### src/das_port_pkg.sv
// Package with shared constants for the acquisition parallel port
package das_port_pkg;
  // ****************************************************************
  // Widths and codes
  // ****************************************************************
  localparam int DATA_W       = 8;
  localparam int ADDR_W       = 16;
  localparam int LOW_ADDR_W   = 8;
  localparam logic [7:0] PIE_CTRL_WORD = 8'h99;   // Octal 231, port B outputs
  localparam logic [7:0] RESET_MATCH   = 8'h00;
  localparam logic [7:0] RESET_POLAR   = 8'h00;
  localparam logic [7:0] RESET_HIGH    = 8'hF0;
  localparam logic [7:0] IO_PORT_ADDR  = 8'h40;
  localparam logic [7:0] MEM_PORT_PAGE = 8'hF0;
endpackage

### src/das_port_if.sv
// Interface joining the processor bus end and the acquisition end
`timescale 1ns/1ns
interface das_port_if;
  logic [15:0] lowAddressLines;
  logic        ioReadStrobeN;
  logic        ioWriteStrobeN;
  logic        memoryReadStrobeN;
  logic        memoryWriteStrobeN;
  logic [7:0]  cpuDataOut;
  logic        cpuDataOe;
  logic [7:0]  devDataOut;
  logic        devDataOe;
  logic        interruptRequest;
  wire  [7:0]  bidirDataLines;

  assign bidirDataLines = cpuDataOe ? cpuDataOut : (devDataOe ? devDataOut : 8'hFF);

  modport device (
    input  lowAddressLines, ioReadStrobeN, ioWriteStrobeN,
    input  memoryReadStrobeN, memoryWriteStrobeN, cpuDataOut, cpuDataOe,
    output devDataOut, devDataOe, interruptRequest
  );
  modport host (
    output lowAddressLines, ioReadStrobeN, ioWriteStrobeN,
    output memoryReadStrobeN, memoryWriteStrobeN, cpuDataOut, cpuDataOe,
    input  devDataOut, devDataOe, interruptRequest, bidirDataLines
  );
endinterface

### src/das_port_device.sv
// Acquisition end: write latch, two read buffer groups, decode, interrupt latch
`timescale 1ns/1ns
module das_port_device #(
  parameter logic [7:0] PORT_MATCH = das_port_pkg::IO_PORT_ADDR,
  parameter logic [7:0] HIGH_MATCH = das_port_pkg::MEM_PORT_PAGE
) (
  input  wire logic       mclk,
  input  wire logic       reset,
  das_port_if.device      bus,
  input  wire logic       memoryMapped,
  input  wire logic [7:0] polarityJumpers,
  input  wire logic [7:0] statusMsbWord,
  input  wire logic [7:0] lowDataWord,
  input  wire logic       conversionStatus,
  output logic      [7:0] controlWord,
  output logic            controlStrobe
);
  // ****************************************************************
  // Pin synchronisers
  // ****************************************************************
  logic [15:0] addrS1;
  logic [15:0] addrS2;
  logic [3:0]  strbS1;
  logic [3:0]  strbS2;
  logic [7:0]  dataS1;
  logic [7:0]  dataS2;
  logic        statS1;
  logic        statS2;
  logic        statPrev;
  logic        mmS1;
  logic        mmS2;
  logic [7:0]  polS1;
  logic [7:0]  polS2;
  logic [7:0]  msbS1;
  logic [7:0]  msbS2;
  logic [7:0]  lowS1;
  logic [7:0]  lowS2;

  // Address lines
  always_ff @(posedge mclk or posedge reset) begin
    if (reset) begin
      addrS1 <= 16'h0000;
      addrS2 <= 16'h0000;
    end else begin
      addrS1 <= bus.lowAddressLines;
      addrS2 <= addrS1;
    end
  end

  // Strobes, idle high
  always_ff @(posedge mclk or posedge reset) begin
    if (reset) begin
      strbS1 <= 4'hF;
      strbS2 <= 4'hF;
    end else begin
      strbS1 <= {bus.ioReadStrobeN, bus.ioWriteStrobeN,
                 bus.memoryReadStrobeN, bus.memoryWriteStrobeN};
      strbS2 <= strbS1;
    end
  end

  // Write data
  always_ff @(posedge mclk or posedge reset) begin
    if (reset) begin
      dataS1 <= 8'h00;
      dataS2 <= 8'h00;
    end else begin
      dataS1 <= bus.cpuDataOut;
      dataS2 <= dataS1;
    end
  end

  // Converter status and its previous value for edge detection
  always_ff @(posedge mclk or posedge reset) begin
    if (reset) begin
      statS1   <= 1'b0;
      statS2   <= 1'b0;
      statPrev <= 1'b0;
    end else begin
      statS1   <= conversionStatus;
      statS2   <= statS1;
      statPrev <= statS2;
    end
  end

  // Mode and polarity jumpers
  always_ff @(posedge mclk or posedge reset) begin
    if (reset) begin
      mmS1  <= 1'b0;
      mmS2  <= 1'b0;
      polS1 <= 8'h00;
      polS2 <= 8'h00;
    end else begin
      mmS1  <= memoryMapped;
      mmS2  <= mmS1;
      polS1 <= polarityJumpers;
      polS2 <= polS1;
    end
  end

  // Words offered to the read groups
  always_ff @(posedge mclk or posedge reset) begin
    if (reset) begin
      msbS1 <= 8'h00;
      msbS2 <= 8'h00;
      lowS1 <= 8'h00;
      lowS2 <= 8'h00;
    end else begin
      msbS1 <= statusMsbWord;
      msbS2 <= msbS1;
      lowS1 <= lowDataWord;
      lowS2 <= lowS1;
    end
  end

  // ****************************************************************
  // Address decode and strobe selection
  // ****************************************************************
  logic [7:0] bitMatch;
  logic       decodeN, readActive, writeActive;
  genvar i;
  generate
    for (i = 0; i < 8; i++) begin : g_match
      assign bitMatch[i] = ~(addrS2[i] ^ PORT_MATCH[i] ^ polS2[i]);
    end
  endgenerate

  assign decodeN = ~(&bitMatch && (!mmS2 || addrS2[15:8] == HIGH_MATCH));

  // ****************************************************************
  // Strobe selection
  // ****************************************************************
  // Mode picks the strobe pair here and adds the high byte check in decodeN; gating below is shared
  assign readActive  = mmS2 ? !strbS2[1] : !strbS2[3];
  assign writeActive = mmS2 ? !strbS2[0] : !strbS2[2];

  logic readGate, writeGate, writePrev;
  assign readGate  = readActive && !decodeN;
  assign writeGate = writeActive && !decodeN;

  // ****************************************************************
  // Write latch
  // ****************************************************************
  always_ff @(posedge mclk or posedge reset) begin
    if (reset) begin
      controlWord   <= 8'h00;
      controlStrobe <= 1'b0;
      writePrev     <= 1'b0;
    end else begin
      writePrev     <= writeGate;
      controlStrobe <= 1'b0;
      if (writeGate && !writePrev) begin
        controlWord   <= dataS2;
        controlStrobe <= 1'b1;
      end
    end
  end

  // ****************************************************************
  // Read buffer groups
  // ****************************************************************
  // Output enable follows the decoded read
  always_ff @(posedge mclk or posedge reset) begin
    if (reset) begin
      bus.devDataOe <= 1'b0;
    end else begin
      bus.devDataOe <= readGate;
    end
  end

  // Group select by the lowest address line
  always_ff @(posedge mclk or posedge reset) begin
    if (reset) begin
      bus.devDataOut <= 8'h00;
    end else begin
      bus.devDataOut <= addrS2[0] ? msbS2 : lowS2;
    end
  end

  // ****************************************************************
  // Interrupt latch
  // ****************************************************************
  logic readPrev;
  always_ff @(posedge mclk or posedge reset) begin
    if (reset) begin
      readPrev <= 1'b0;
    end else begin
      readPrev <= readGate && addrS2[0];
    end
  end

  // Set wins over clear when both fall in one cycle
  always_ff @(posedge mclk or posedge reset) begin
    if (reset) begin
      bus.interruptRequest <= 1'b0;
    end else if (statS2 && !statPrev) begin
      bus.interruptRequest <= 1'b1;
    end else if (readPrev && !(readGate && addrS2[0])) begin
      bus.interruptRequest <= 1'b0;
    end
  end
endmodule

### src/flat_wrapper.sv
// flat-port wrapper written by rule: the top's interface ports become plain ports
module das_port_device_flat 
#(
  parameter logic [7:0] PORT_MATCH = das_port_pkg::IO_PORT_ADDR,
  parameter logic [7:0] HIGH_MATCH = das_port_pkg::MEM_PORT_PAGE
)
  (mclk, reset, memoryMapped, polarityJumpers, statusMsbWord, lowDataWord, conversionStatus, controlWord, controlStrobe, bus_lowAddressLines, bus_ioReadStrobeN, bus_ioWriteStrobeN, bus_memoryReadStrobeN, bus_memoryWriteStrobeN, bus_cpuDataOut, bus_cpuDataOe, bus_devDataOut, bus_devDataOe, bus_interruptRequest);
  das_port_if bus_i ();
  input  wire logic mclk;
  input  wire logic reset;
  input  wire logic memoryMapped;
  input  wire logic [7:0] polarityJumpers;
  input  wire logic [7:0] statusMsbWord;
  input  wire logic [7:0] lowDataWord;
  input  wire logic conversionStatus;
  output logic      [7:0] controlWord;
  output logic controlStrobe;
  input wire logic [$bits(bus_i.lowAddressLines)-1:0] bus_lowAddressLines;
  input wire logic [$bits(bus_i.ioReadStrobeN)-1:0] bus_ioReadStrobeN;
  input wire logic [$bits(bus_i.ioWriteStrobeN)-1:0] bus_ioWriteStrobeN;
  input wire logic [$bits(bus_i.memoryReadStrobeN)-1:0] bus_memoryReadStrobeN;
  input wire logic [$bits(bus_i.memoryWriteStrobeN)-1:0] bus_memoryWriteStrobeN;
  input wire logic [$bits(bus_i.cpuDataOut)-1:0] bus_cpuDataOut;
  input wire logic [$bits(bus_i.cpuDataOe)-1:0] bus_cpuDataOe;
  output wire logic [$bits(bus_i.devDataOut)-1:0] bus_devDataOut;
  output wire logic [$bits(bus_i.devDataOe)-1:0] bus_devDataOe;
  output wire logic [$bits(bus_i.interruptRequest)-1:0] bus_interruptRequest;
  assign bus_i.lowAddressLines = bus_lowAddressLines;
  assign bus_i.ioReadStrobeN = bus_ioReadStrobeN;
  assign bus_i.ioWriteStrobeN = bus_ioWriteStrobeN;
  assign bus_i.memoryReadStrobeN = bus_memoryReadStrobeN;
  assign bus_i.memoryWriteStrobeN = bus_memoryWriteStrobeN;
  assign bus_i.cpuDataOut = bus_cpuDataOut;
  assign bus_i.cpuDataOe = bus_cpuDataOe;
  assign bus_devDataOut = bus_i.devDataOut;
  assign bus_devDataOe = bus_i.devDataOe;
  assign bus_interruptRequest = bus_i.interruptRequest;
  das_port_device #(.PORT_MATCH(PORT_MATCH), .HIGH_MATCH(HIGH_MATCH)) u_core (.mclk(mclk), .reset(reset), .bus(bus_i), .memoryMapped(memoryMapped), .polarityJumpers(polarityJumpers), .statusMsbWord(statusMsbWord), .lowDataWord(lowDataWord), .conversionStatus(conversionStatus), .controlWord(controlWord), .controlStrobe(controlStrobe));
endmodule
### config.mk
export PLATFORM = sky130hd
export DESIGN_NAME = das_port_device_flat
export DESIGN_NICKNAME = d
export VERILOG_FILES = /design/src/das_port_pkg.sv /design/src/das_port_if.sv /design/src/das_port_device.sv /design/src/flat_wrapper.sv
export SDC_FILE = /design/constraint.sdc
export NUM_CORES = 1
export LEC_CHECK = 0
export ABC_AREA = 1
export BUFFER_PORTS_ARGS = -buffer_cell sky130_fd_sc_hd__buf_2
export CORE_ASPECT_RATIO = 0.75
export CORE_MARGIN = 2
export CORE_UTILIZATION = 45
export DETAILED_ROUTE_END_ITERATION = 12
export GPL_TIMING_DRIVEN = 0
export PLACE_DENSITY = 0.64
export SLEW_MARGIN = 15
export SYNTH_ARGS = -nofsm -noshare
export SYNTH_HDL_FRONTEND = slang
export SYNTH_SLANG_ARGS = --single-unit
### constraint.sdc
create_clock -name mclk -period 4.36 [get_ports mclk]
set_input_delay 0.436 -clock mclk [delete_from_list [all_inputs] [get_ports mclk]]
set_output_delay 0.436 -clock mclk [all_outputs]
set_load 0.03 [all_outputs]
==> results of run 1 <==
==> worst max-delay path, delay by kind of cell, from the launching register on <==
kind,cells,cell delay [ns]
DFF,1,0.39
buffers and inverters,1,0.15
and+or+nand+nor,10,0.93
==> synthesized netlist by cell type <==
library cell / count
buf_6: 1
clkinv_1: 1
dfrtp_1: 122
dfstp_2: 8
inv_1: 19
inv_2: 2
mux2_2: 1
nand2_1: 69
nand2_2: 2
nand2_4: 1
nand3_1: 8
nand4_1: 2
nor2_1: 9
nor2_2: 1
nor2_8: 1
o21ai_0: 2
==> per-stage QoR <==
step	util	total power [uW]	setup slack, ns	cells	instance area (sq um)
after floorplan	-	1373	0.4679	249	3774
after global placement	0.5329	1420	-0.6363	428	4275
after detailed placement	0.5370	1429	2.750	429	4308
after CTS	0.6126	2830	2.734	462	4915
after global routing	0.6138	2923	2.562	463	4925
final	0.6138	2801	2.770	463	4925
==> kinds of logic (layout without fill, tap and decap cells) <==
| logic type | count (synthesis) | in the layout |
|---|---|---|
| muxes | 1 | 1 |
| DFF | 130 | 130 |
| buffers and inverters | 23 | 132 |
| AOI/OAI and AO/OA | 2 | 2 |
| and+or+nand+nor | 93 | 93 |
==> layer usage <==
layer	routed length, um	track usage	vias to the layer above
li1	-	-	948
met4	38	0.05524	0
met2	2569	0.2003	55
met1	2658	0.1885	946
met5	0	0	-
met3	337	0.06907	7
==> worst paths after layout <==
path,startpoint,end,slack (ns)
worst min-delay path,bus_lowAddressLines[10],u_core.addrS1[10],0.03
min in group asynchronous,reset,u_core.controlWord[0],0.48
worst max register to register,u_core.addrS2[0],u_core.controlWord[6],2.77
worst min register to register,u_core.addrS1[4],u_core.addrS2[4],0.35
worst max-delay path,u_core.addrS2[0],u_core.controlWord[6],2.77
max in group asynchronous,reset,u_core.strbS2[2],3.12
==> where the power goes <==
part           internal (uW)  switching [uW]  leakage [uW]
combinational           40.1            74.5      0.000716
clock                    880             515      0.000288
sequential              1270            20.0       0.00153
==> layout make-up <==
| type | count | area, sq um |
|---|---|---|
| flip-flops and latches | 130 | 3263 |
| fillers | 614 | 3098 |
| clock buffers | 18 | 417.9 |
| repair buffers | 77 | 417.9 |
| multi-input cells | 96 | 416.7 |
| clock inverters | 14 | 178.9 |
| well taps | 105 | 131.4 |
| inverters | 22 | 87.58 |
| plain buffers | 1 | 11.26 |
==> timing repair <==
item                                    4_1_cts  5_1_grt
hold buffers                                  1        1
endpoints found under the hold margin        39        1
endpoints found under the setup margin        0        0
setup buffers                                 0        0
==> out/qor.yml, run 1 <==
status: "finished, final reports clean"
design.core.area_sq_um: 8023
timing.final.hold_violations: 0
cp_slowest_stage_delay_ns: 0.39
drtIter0Drc: 77
cap_viol_max_count: 0
drt-wirelength-per-cell_um: 12.10
synth_mux_area_frac: 0.002984
worstSkewPairLatency_ns: 0.50
crit_path_end_kind: "flip-flop"
final_common_cell: "dfrtp_1"
worstPathMaxFanout: 10
netlist_area_sq_um: 3774
holdPathStages: 1
arrival_ns: 1.98
cts-root-buf: "clkbuf_8"
clock-sinks: 130
dp_hpwl_um: 3539
grt_pass1_wl_um: 9349
diodes: 0
yosys-top-cells-area: "dfrtp_1, nand2_1, dfstp_2"
viasPerCell: 4.225
grt.total_usage: 0.1416
io_buffers: 74
finalCritPeriodShare: 0.3648
crit_slowest_cell: "dfrtp_1"
cp_data_required_time_ns: 4.75
syn_area_per_cell_sq_um: 15.16
start_util: 0.4704
drive_above_1_share: 0.3464
ir_worst_vdd_v: 0.0003986
leakage_uw: 0.002536
ys_ff_latch: 130
syn_nets: 306
vias: 1956
tns_ns: 0
cts_tree: "yes"
ios: 76
die_y_um: 83.31
htree_levels: 4
drc: 0
top_regs: "u_core.addrS1 (16), u_core.addrS2 (16)"
crit_type: "flip-flop to flip-flop"
yosysSeqAreaShare: 0.8647
fin_worst_skew_ns: 0.009198
synth_compound_area_frac: 0.002653
synth_top_family_by_area: "simple AND/OR/NAND/NOR gates"
hp-class: "input pin to flip-flop"
antenna_left: 0
post_cts_resize_count: 0
cts_made_buffers: 17
setup_violations: 0
finalWirelength_um: 5604
setup.worst_path.start_class: "flip-flop"
grt_setup_unrepaired: "false"
layout_common_cells: "dfrtp_1, buf_2, nand2_1"
crit_chain: "buf_6, nand2_2, nand2_1, nor2_1, nand2_1, nor2_2, nand2_2, nor2_8, nand2_4, nand2_1, nand2_1"
drt_first_pass_iters: 4
first_global_vias: 1929
layout_min_cycle_time_ns: 1.590
reg2reg_depth: 11
drv_slew: 0
synth_cell_type_count: 16
synthCells: 249
synth-adder-area-share: 0
yosys_warnings: 0
die_area_sq_um: 9142
max_freq_mhz: 628.8
max_slew_margin: 0.7168
synth-simple-area-share: 0.1048
die_x_um: 109.7
fin_nets: 402
grt_overflow: 0
yosys.area.top_type_share: 0.8090
cts.clk_slew.worst_paths_ns: 0.06
crit_top_cell: "nand2_1"
tightest_slew_ns: 0.4248
grt_max_degree: 92
syn_to_final_growth_pct: 30.50
yosys.area_share.xor_xnor: 0
num_rows: 28
whs_ns: 0.03396
antenna_found_initial: 0
synth_top_area_cell: "dfrtp_1"
power_density_nw_per_um2: 568.7
cts_buffer_depth: 2
globalplace.congestion: 0.6920
Note: power is estimated with default switching activity, not from simulation.
==> run 2: changes to the inputs <==
Clock period 4.36 ns to 1.5 ns, I/O delays scaled along.
==> out/qor.yml, run 2 (synthesis gave the netlist of run 1 again) <==
cap_viol_max_count: 0
htree_levels: 4
grt_setup_unrepaired: "true"
crit_type: "flip-flop to flip-flop"
ir_worst_vdd_v: 0.0008217
clock-sinks: 130
fin_nets: 462
reg2reg_depth: 11
fin_area_sq_um: 5504
layout_min_cycle_time_ns: 1.520
status: "finished with violations"
setup_slack_ns: -0.01973
design.core.area_sq_um: 8023
finalCritPeriodShare: 1.013
worstSkewPairLatency_ns: 0.51
dp_hpwl_um: 3571
cts-root-buf: "clkbuf_8"
antenna_found_initial: 0
timing.final.hold_violations: 0
arrival_ns: 1.91
grt_max_degree: 40
fillers: 565
grt_overflow: 0
violations: "setup timing"
top_layer: "met4"
power_density_nw_per_um2: 1418
viasPerCell: 4.234
io_buffers: 74
grt_pass1_wl_um: 10710
drt-wirelength-per-cell_um: 12.25
dr_wl_met2_um: 3228
antenna_left: 0
grt.total_usage: 0.1615
layout_common_cells: "dfrtp_1, buf_2, nand2_1"
vias: 2210
max_slew_margin: 0.5817
num_rows: 28
worstPathMaxFanout: 5
die_y_um: 83.31
hp-class: "input pin to async pin"
post-place-ws_ns: -0.1211
setup.worst_path.start_class: "flip-flop"
setup_violations: 7
drc: 0
die_area_sq_um: 9142
crit_path_end_kind: "flip-flop"
cts.clk_slew.worst_paths_ns: 0.06
finalWirelength_um: 6397
start_util: 0.4704
first_global_vias: 2317
diodes: 0
leakage_uw: 0.002780
max_freq_mhz: 658.0
tightest_slew_ns: 0.6261
cts_buffer_depth: 2
tns_ns: -0.07570
cts_made_buffers: 17
die_x_um: 109.7
drt_first_pass_iters: 4
cp_data_required_time_ns: 1.89
top_regs: "u_core.addrS1 (16), u_core.addrS2 (16)"
drtIter0Drc: 62
globalplace.congestion: 0.6567
cts_tree: "yes"
wl_met1_um: 2729
ios: 76
wl_met3_um: 345
drive_above_1_share: 0.3285
drv_slew: 0
placedInstanceArea_sq_um: 4339
fin_worst_skew_ns: 0.009142
syn_to_final_growth_pct: 45.86
final_common_cell: "dfrtp_1"
[run 2: final timing paths]
check                                  from                    end  slack, ns
max                        u_core.addrS2[0]  u_core.controlWord[0]      -0.02
min                                   reset      u_core.addrS1[10]       0.27
max reg2reg                u_core.addrS2[0]  u_core.controlWord[0]      -0.02
min reg2reg                 u_core.polS1[4]        u_core.polS2[4]       0.34
max in group asynchronous             reset        u_core.polS1[4]       0.42
min in group mclk          statusMsbWord[2]        u_core.msbS1[2]       0.28
[run 2: cell type report]
class,instances,area (sq um),area share
flip-flops and latches,130,3263,0.5929
repair buffers,136,1022,0.1857
well taps,105,131.4,0.02387
clock inverters,11,78.83,0.01432
clock buffers,20,455.4,0.08275
multi-input cells,97,452.9,0.08229
plain buffers,1,11.26,0.002046
inverters,22,88.84,0.01614
[run 2: power by group]
| group | switching, uW | internal (uW) |
|---|---|---|
| Clock | 1430 | 2160 |
| Sequential | 59.1 | 3700 |
| Combinational | 241 | 220 |
| Total | 1730 | 6070 |
[run 2: timing repair]
action | CTS | global route
setup endpoints to repair | 9 | 9
hold endpoints to repair | 80 | 0
gates resized for setup | 4 | 10
cloned | 1 | 0
setup buffers | 3 | 1
pin swaps | 13 | 2
hold buffers | 55 | 0
[run 2: per-layer routing]
layer / global-route usage / up-vias
li1: - / 1070
met1: 0.1977 / 1066
met2: 0.2542 / 65
met3: 0.06122 / 9
met4: 0.07250 / 0
met5: 0 / -
[run 2: metrics by stage]
| stage | power (uW) | hold slack (ns) | instances | utilization |
|---|---|---|---|---|
| finish | 7806 | 0.2747 | 522 | 0.6861 |
| global route | 8128 | 0.2668 | 522 | 0.6861 |
| CTS | 7900 | 0.2418 | 521 | 0.6815 |
| detailed placement | 4160 | 0.2519 | 431 | 0.5409 |
| global placement | 4126 | 0.2578 | 428 | 0.5334 |
| floorplan | 3991 | 0.1545 | 249 | - |
[run 2: critical path, cell delays in order, from the launching register on]
cell     delay, ns
dfrtp_1       0.42
buf_6         0.14
nand2_2       0.04
nand2_1       0.04
nor2_1        0.08
nand2_1       0.09
nor2_4        0.13
nand2_4       0.08
nor2_8        0.16
nand2_4       0.10
nand2_2       0.08
nand2_1       0.05
==> run 3: changes to the inputs <==
Settings changed: BUFFER_PORTS_ARGS -buffer_cell sky130_fd_sc_hd__buf_2 to -buffer_cell sky130_fd_sc_hd__buf_4.
==> out/qor.yml, run 3 (synthesis gave the netlist of run 1 again) <==
ir_worst_vdd_v: 0.001203
cp_data_required_time_ns: 1.88
drc: 0
reg2reg_depth: 11
setup_violations: 8
postLayoutCoreUtil: 0.7187
final_common_cell: "dfrtp_1"
worstSkewPairLatency_ns: 0.50
crit_path_end_kind: "flip-flop"
whs_ns: 0.2673
die_y_um: 83.31
setup_slack_ns: -0.09081
drt-wirelength-per-cell_um: 12.37
cts_buffer_depth: 2
tightest_slew_ns: 0.5707
setup.worst_path.start_class: "flip-flop"
p_switching_uw: 1730
cts-root-buf: "clkbuf_8"
cp-startpoint: "u_core.addrS2[0]"
cts.clk_slew.worst_paths_ns: 0.06
finalCritPeriodShare: 1.061
drt_first_pass_iters: 6
io_buffers: 74
r2r_setup_slack_ns: -0.09
dp_hpwl_um: 3642
num_rows: 28
drive_above_1_share: 0.3189
grt_overflow: 0
htree_levels: 4
ff_latch_area_sq_um: 3263
worstPathMaxFanout: 5
cts_made_buffers: 17
p_comb_frac: 0.062
grt_pass1_wl_um: 10750
seqPwrFrac: 0.446
vias: 2198
viasPerCell: 4.211
grt_max_degree: 40
max_freq_mhz: 628.6
design.core.area_sq_um: 8023
place_inst: 431
pwr-share-clk: 0.492
timing.final.hold_violations: 0
status: "finished with violations"
start_util: 0.4704
reg2reg_to: "u_core.controlWord[7]"
leakage_uw: 0.002863
top_regs: "u_core.addrS1 (16), u_core.addrS2 (16)"
power_density_nw_per_um2: 1462
layout_common_cells: "dfrtp_1, buf_4, nand2_1"
max_slew_margin: 0.6187
antenna_found_initial: 0
fillers: 536
instances_no_fill: 522
clock-sinks: 130
cap_viol_max_count: 0
grt_setup_unrepaired: "true"
hp-class: "input pin to async pin"
violations: "setup timing"
drv_slew: 0
drtIter0Drc: 62
finalWirelength_um: 6458
ios: 76
arrival_ns: 1.97
fin_worst_skew_ns: 0.01174
die_area_sq_um: 9142
power_uw: 8427
internal-power_uw: 6697
syn_to_final_growth_pct: 52.79
first_global_vias: 2295
netSwitchingFraction: 0.2053
layout_min_cycle_time_ns: 1.591
grt.total_usage: 0.1618
globalplace.congestion: 0.6354
cp-endpoint: "u_core.controlWord[7]"
diodes: 0
die_x_um: 109.7
multi_input_area_sq_um: 447.9
crit_type: "flip-flop to flip-flop"
antenna_left: 0
cts_tree: "yes"
fin_nets: 461
r2r-start: "u_core.addrS2[0]"
## run 3: cell count changes in the layout (fill, tap and decap cells not counted), sizes merged
cell	delta
clkbuf	+2
clkinv	-4
buf	-1
bufinv	+3
## run 3: stage by stage
| step | worst slack (ns) | setup TNS, ns | area [sq um] |
|---|---|---|---|
| after floorplan | -0.2527 | -30.83 | 3777 |
| after global placement | -0.8959 | -112.38 | 4464 |
| after detailed placement | -0.1511 | -1.138 | 4524 |
| after CTS | -0.1195 | -0.8999 | 5746 |
| after global routing | -0.2046 | -1.602 | 5766 |
| final | -0.09081 | -0.5987 | 5766 |
## run 3: repair_timing
| action | in CTS | in global routing |
|---|---|---|
| endpoints found under the hold margin | 78 | 0 |
| endpoints found under the setup margin | 9 | 10 |
| pin swaps | 4 | 3 |
| hold buffers | 55 | 0 |
| buffers inserted | 3 | 0 |
| resized for setup | 3 | 6 |
| cloned | 1 | 0 |
## run 3: critical path, cell delays in order, from the launching register on
cell     delay [ns]
dfrtp_1        0.42
buf_6          0.14
nand2_2        0.05
nand2_1        0.04
nor2_1         0.10
nand2_1        0.10
nor2_4         0.13
nand2_4        0.08
nor2_8         0.18
nand2_4        0.10
nand2_2        0.08
nand2_2        0.05
## run 3: how the worst min path moves through the flow
stage	from	endpoint	cells after the start
floorplan	bus_memoryWriteStrobeN	u_core.strbS1[0]	0
global placement	bus_cpuDataOut[5]	u_core.dataS1[5]	1
detailed placement	reset	u_core.addrS1[10]	2
CTS	reset	u_core.lowS1[5]	3
global route	bus_lowAddressLines[6]	u_core.addrS1[6]	2
finish	reset	u_core.addrS1[10]	3
## run 3: power by group through the flow
stage | clock network (uW) | logic [uW] | registers (uW)
6_report | 4150 | 520 | 3760
5_1_grt | 4420 | 577 | 3770
4_1_cts | 4250 | 524 | 3760
3_5_place_dp | 0 | 406 | 3820
3_3_place_gp | 0 | 375 | 3810
2_1_floorplan | 0 | 124 | 3870
## run 3: metal layers
metal,up-vias,share of wire,GRT usage
li1,1069,-,-
met1,1066,0.43,0.1969
met2,58,0.52,0.2576
met3,5,0.052,0.06829
met4,0,0.0062,0.05869
met5,-,0,0
## run 3: layout make-up
type,count,area share
inverters,22,0.01541
well taps,105,0.02279
repair buffers,135,0.2090
multi-input cells,97,0.07769
clock inverters,10,0.02517
flip-flops and latches,130,0.5660
clock buffers,22,0.08203
plain buffers,1,0.001953
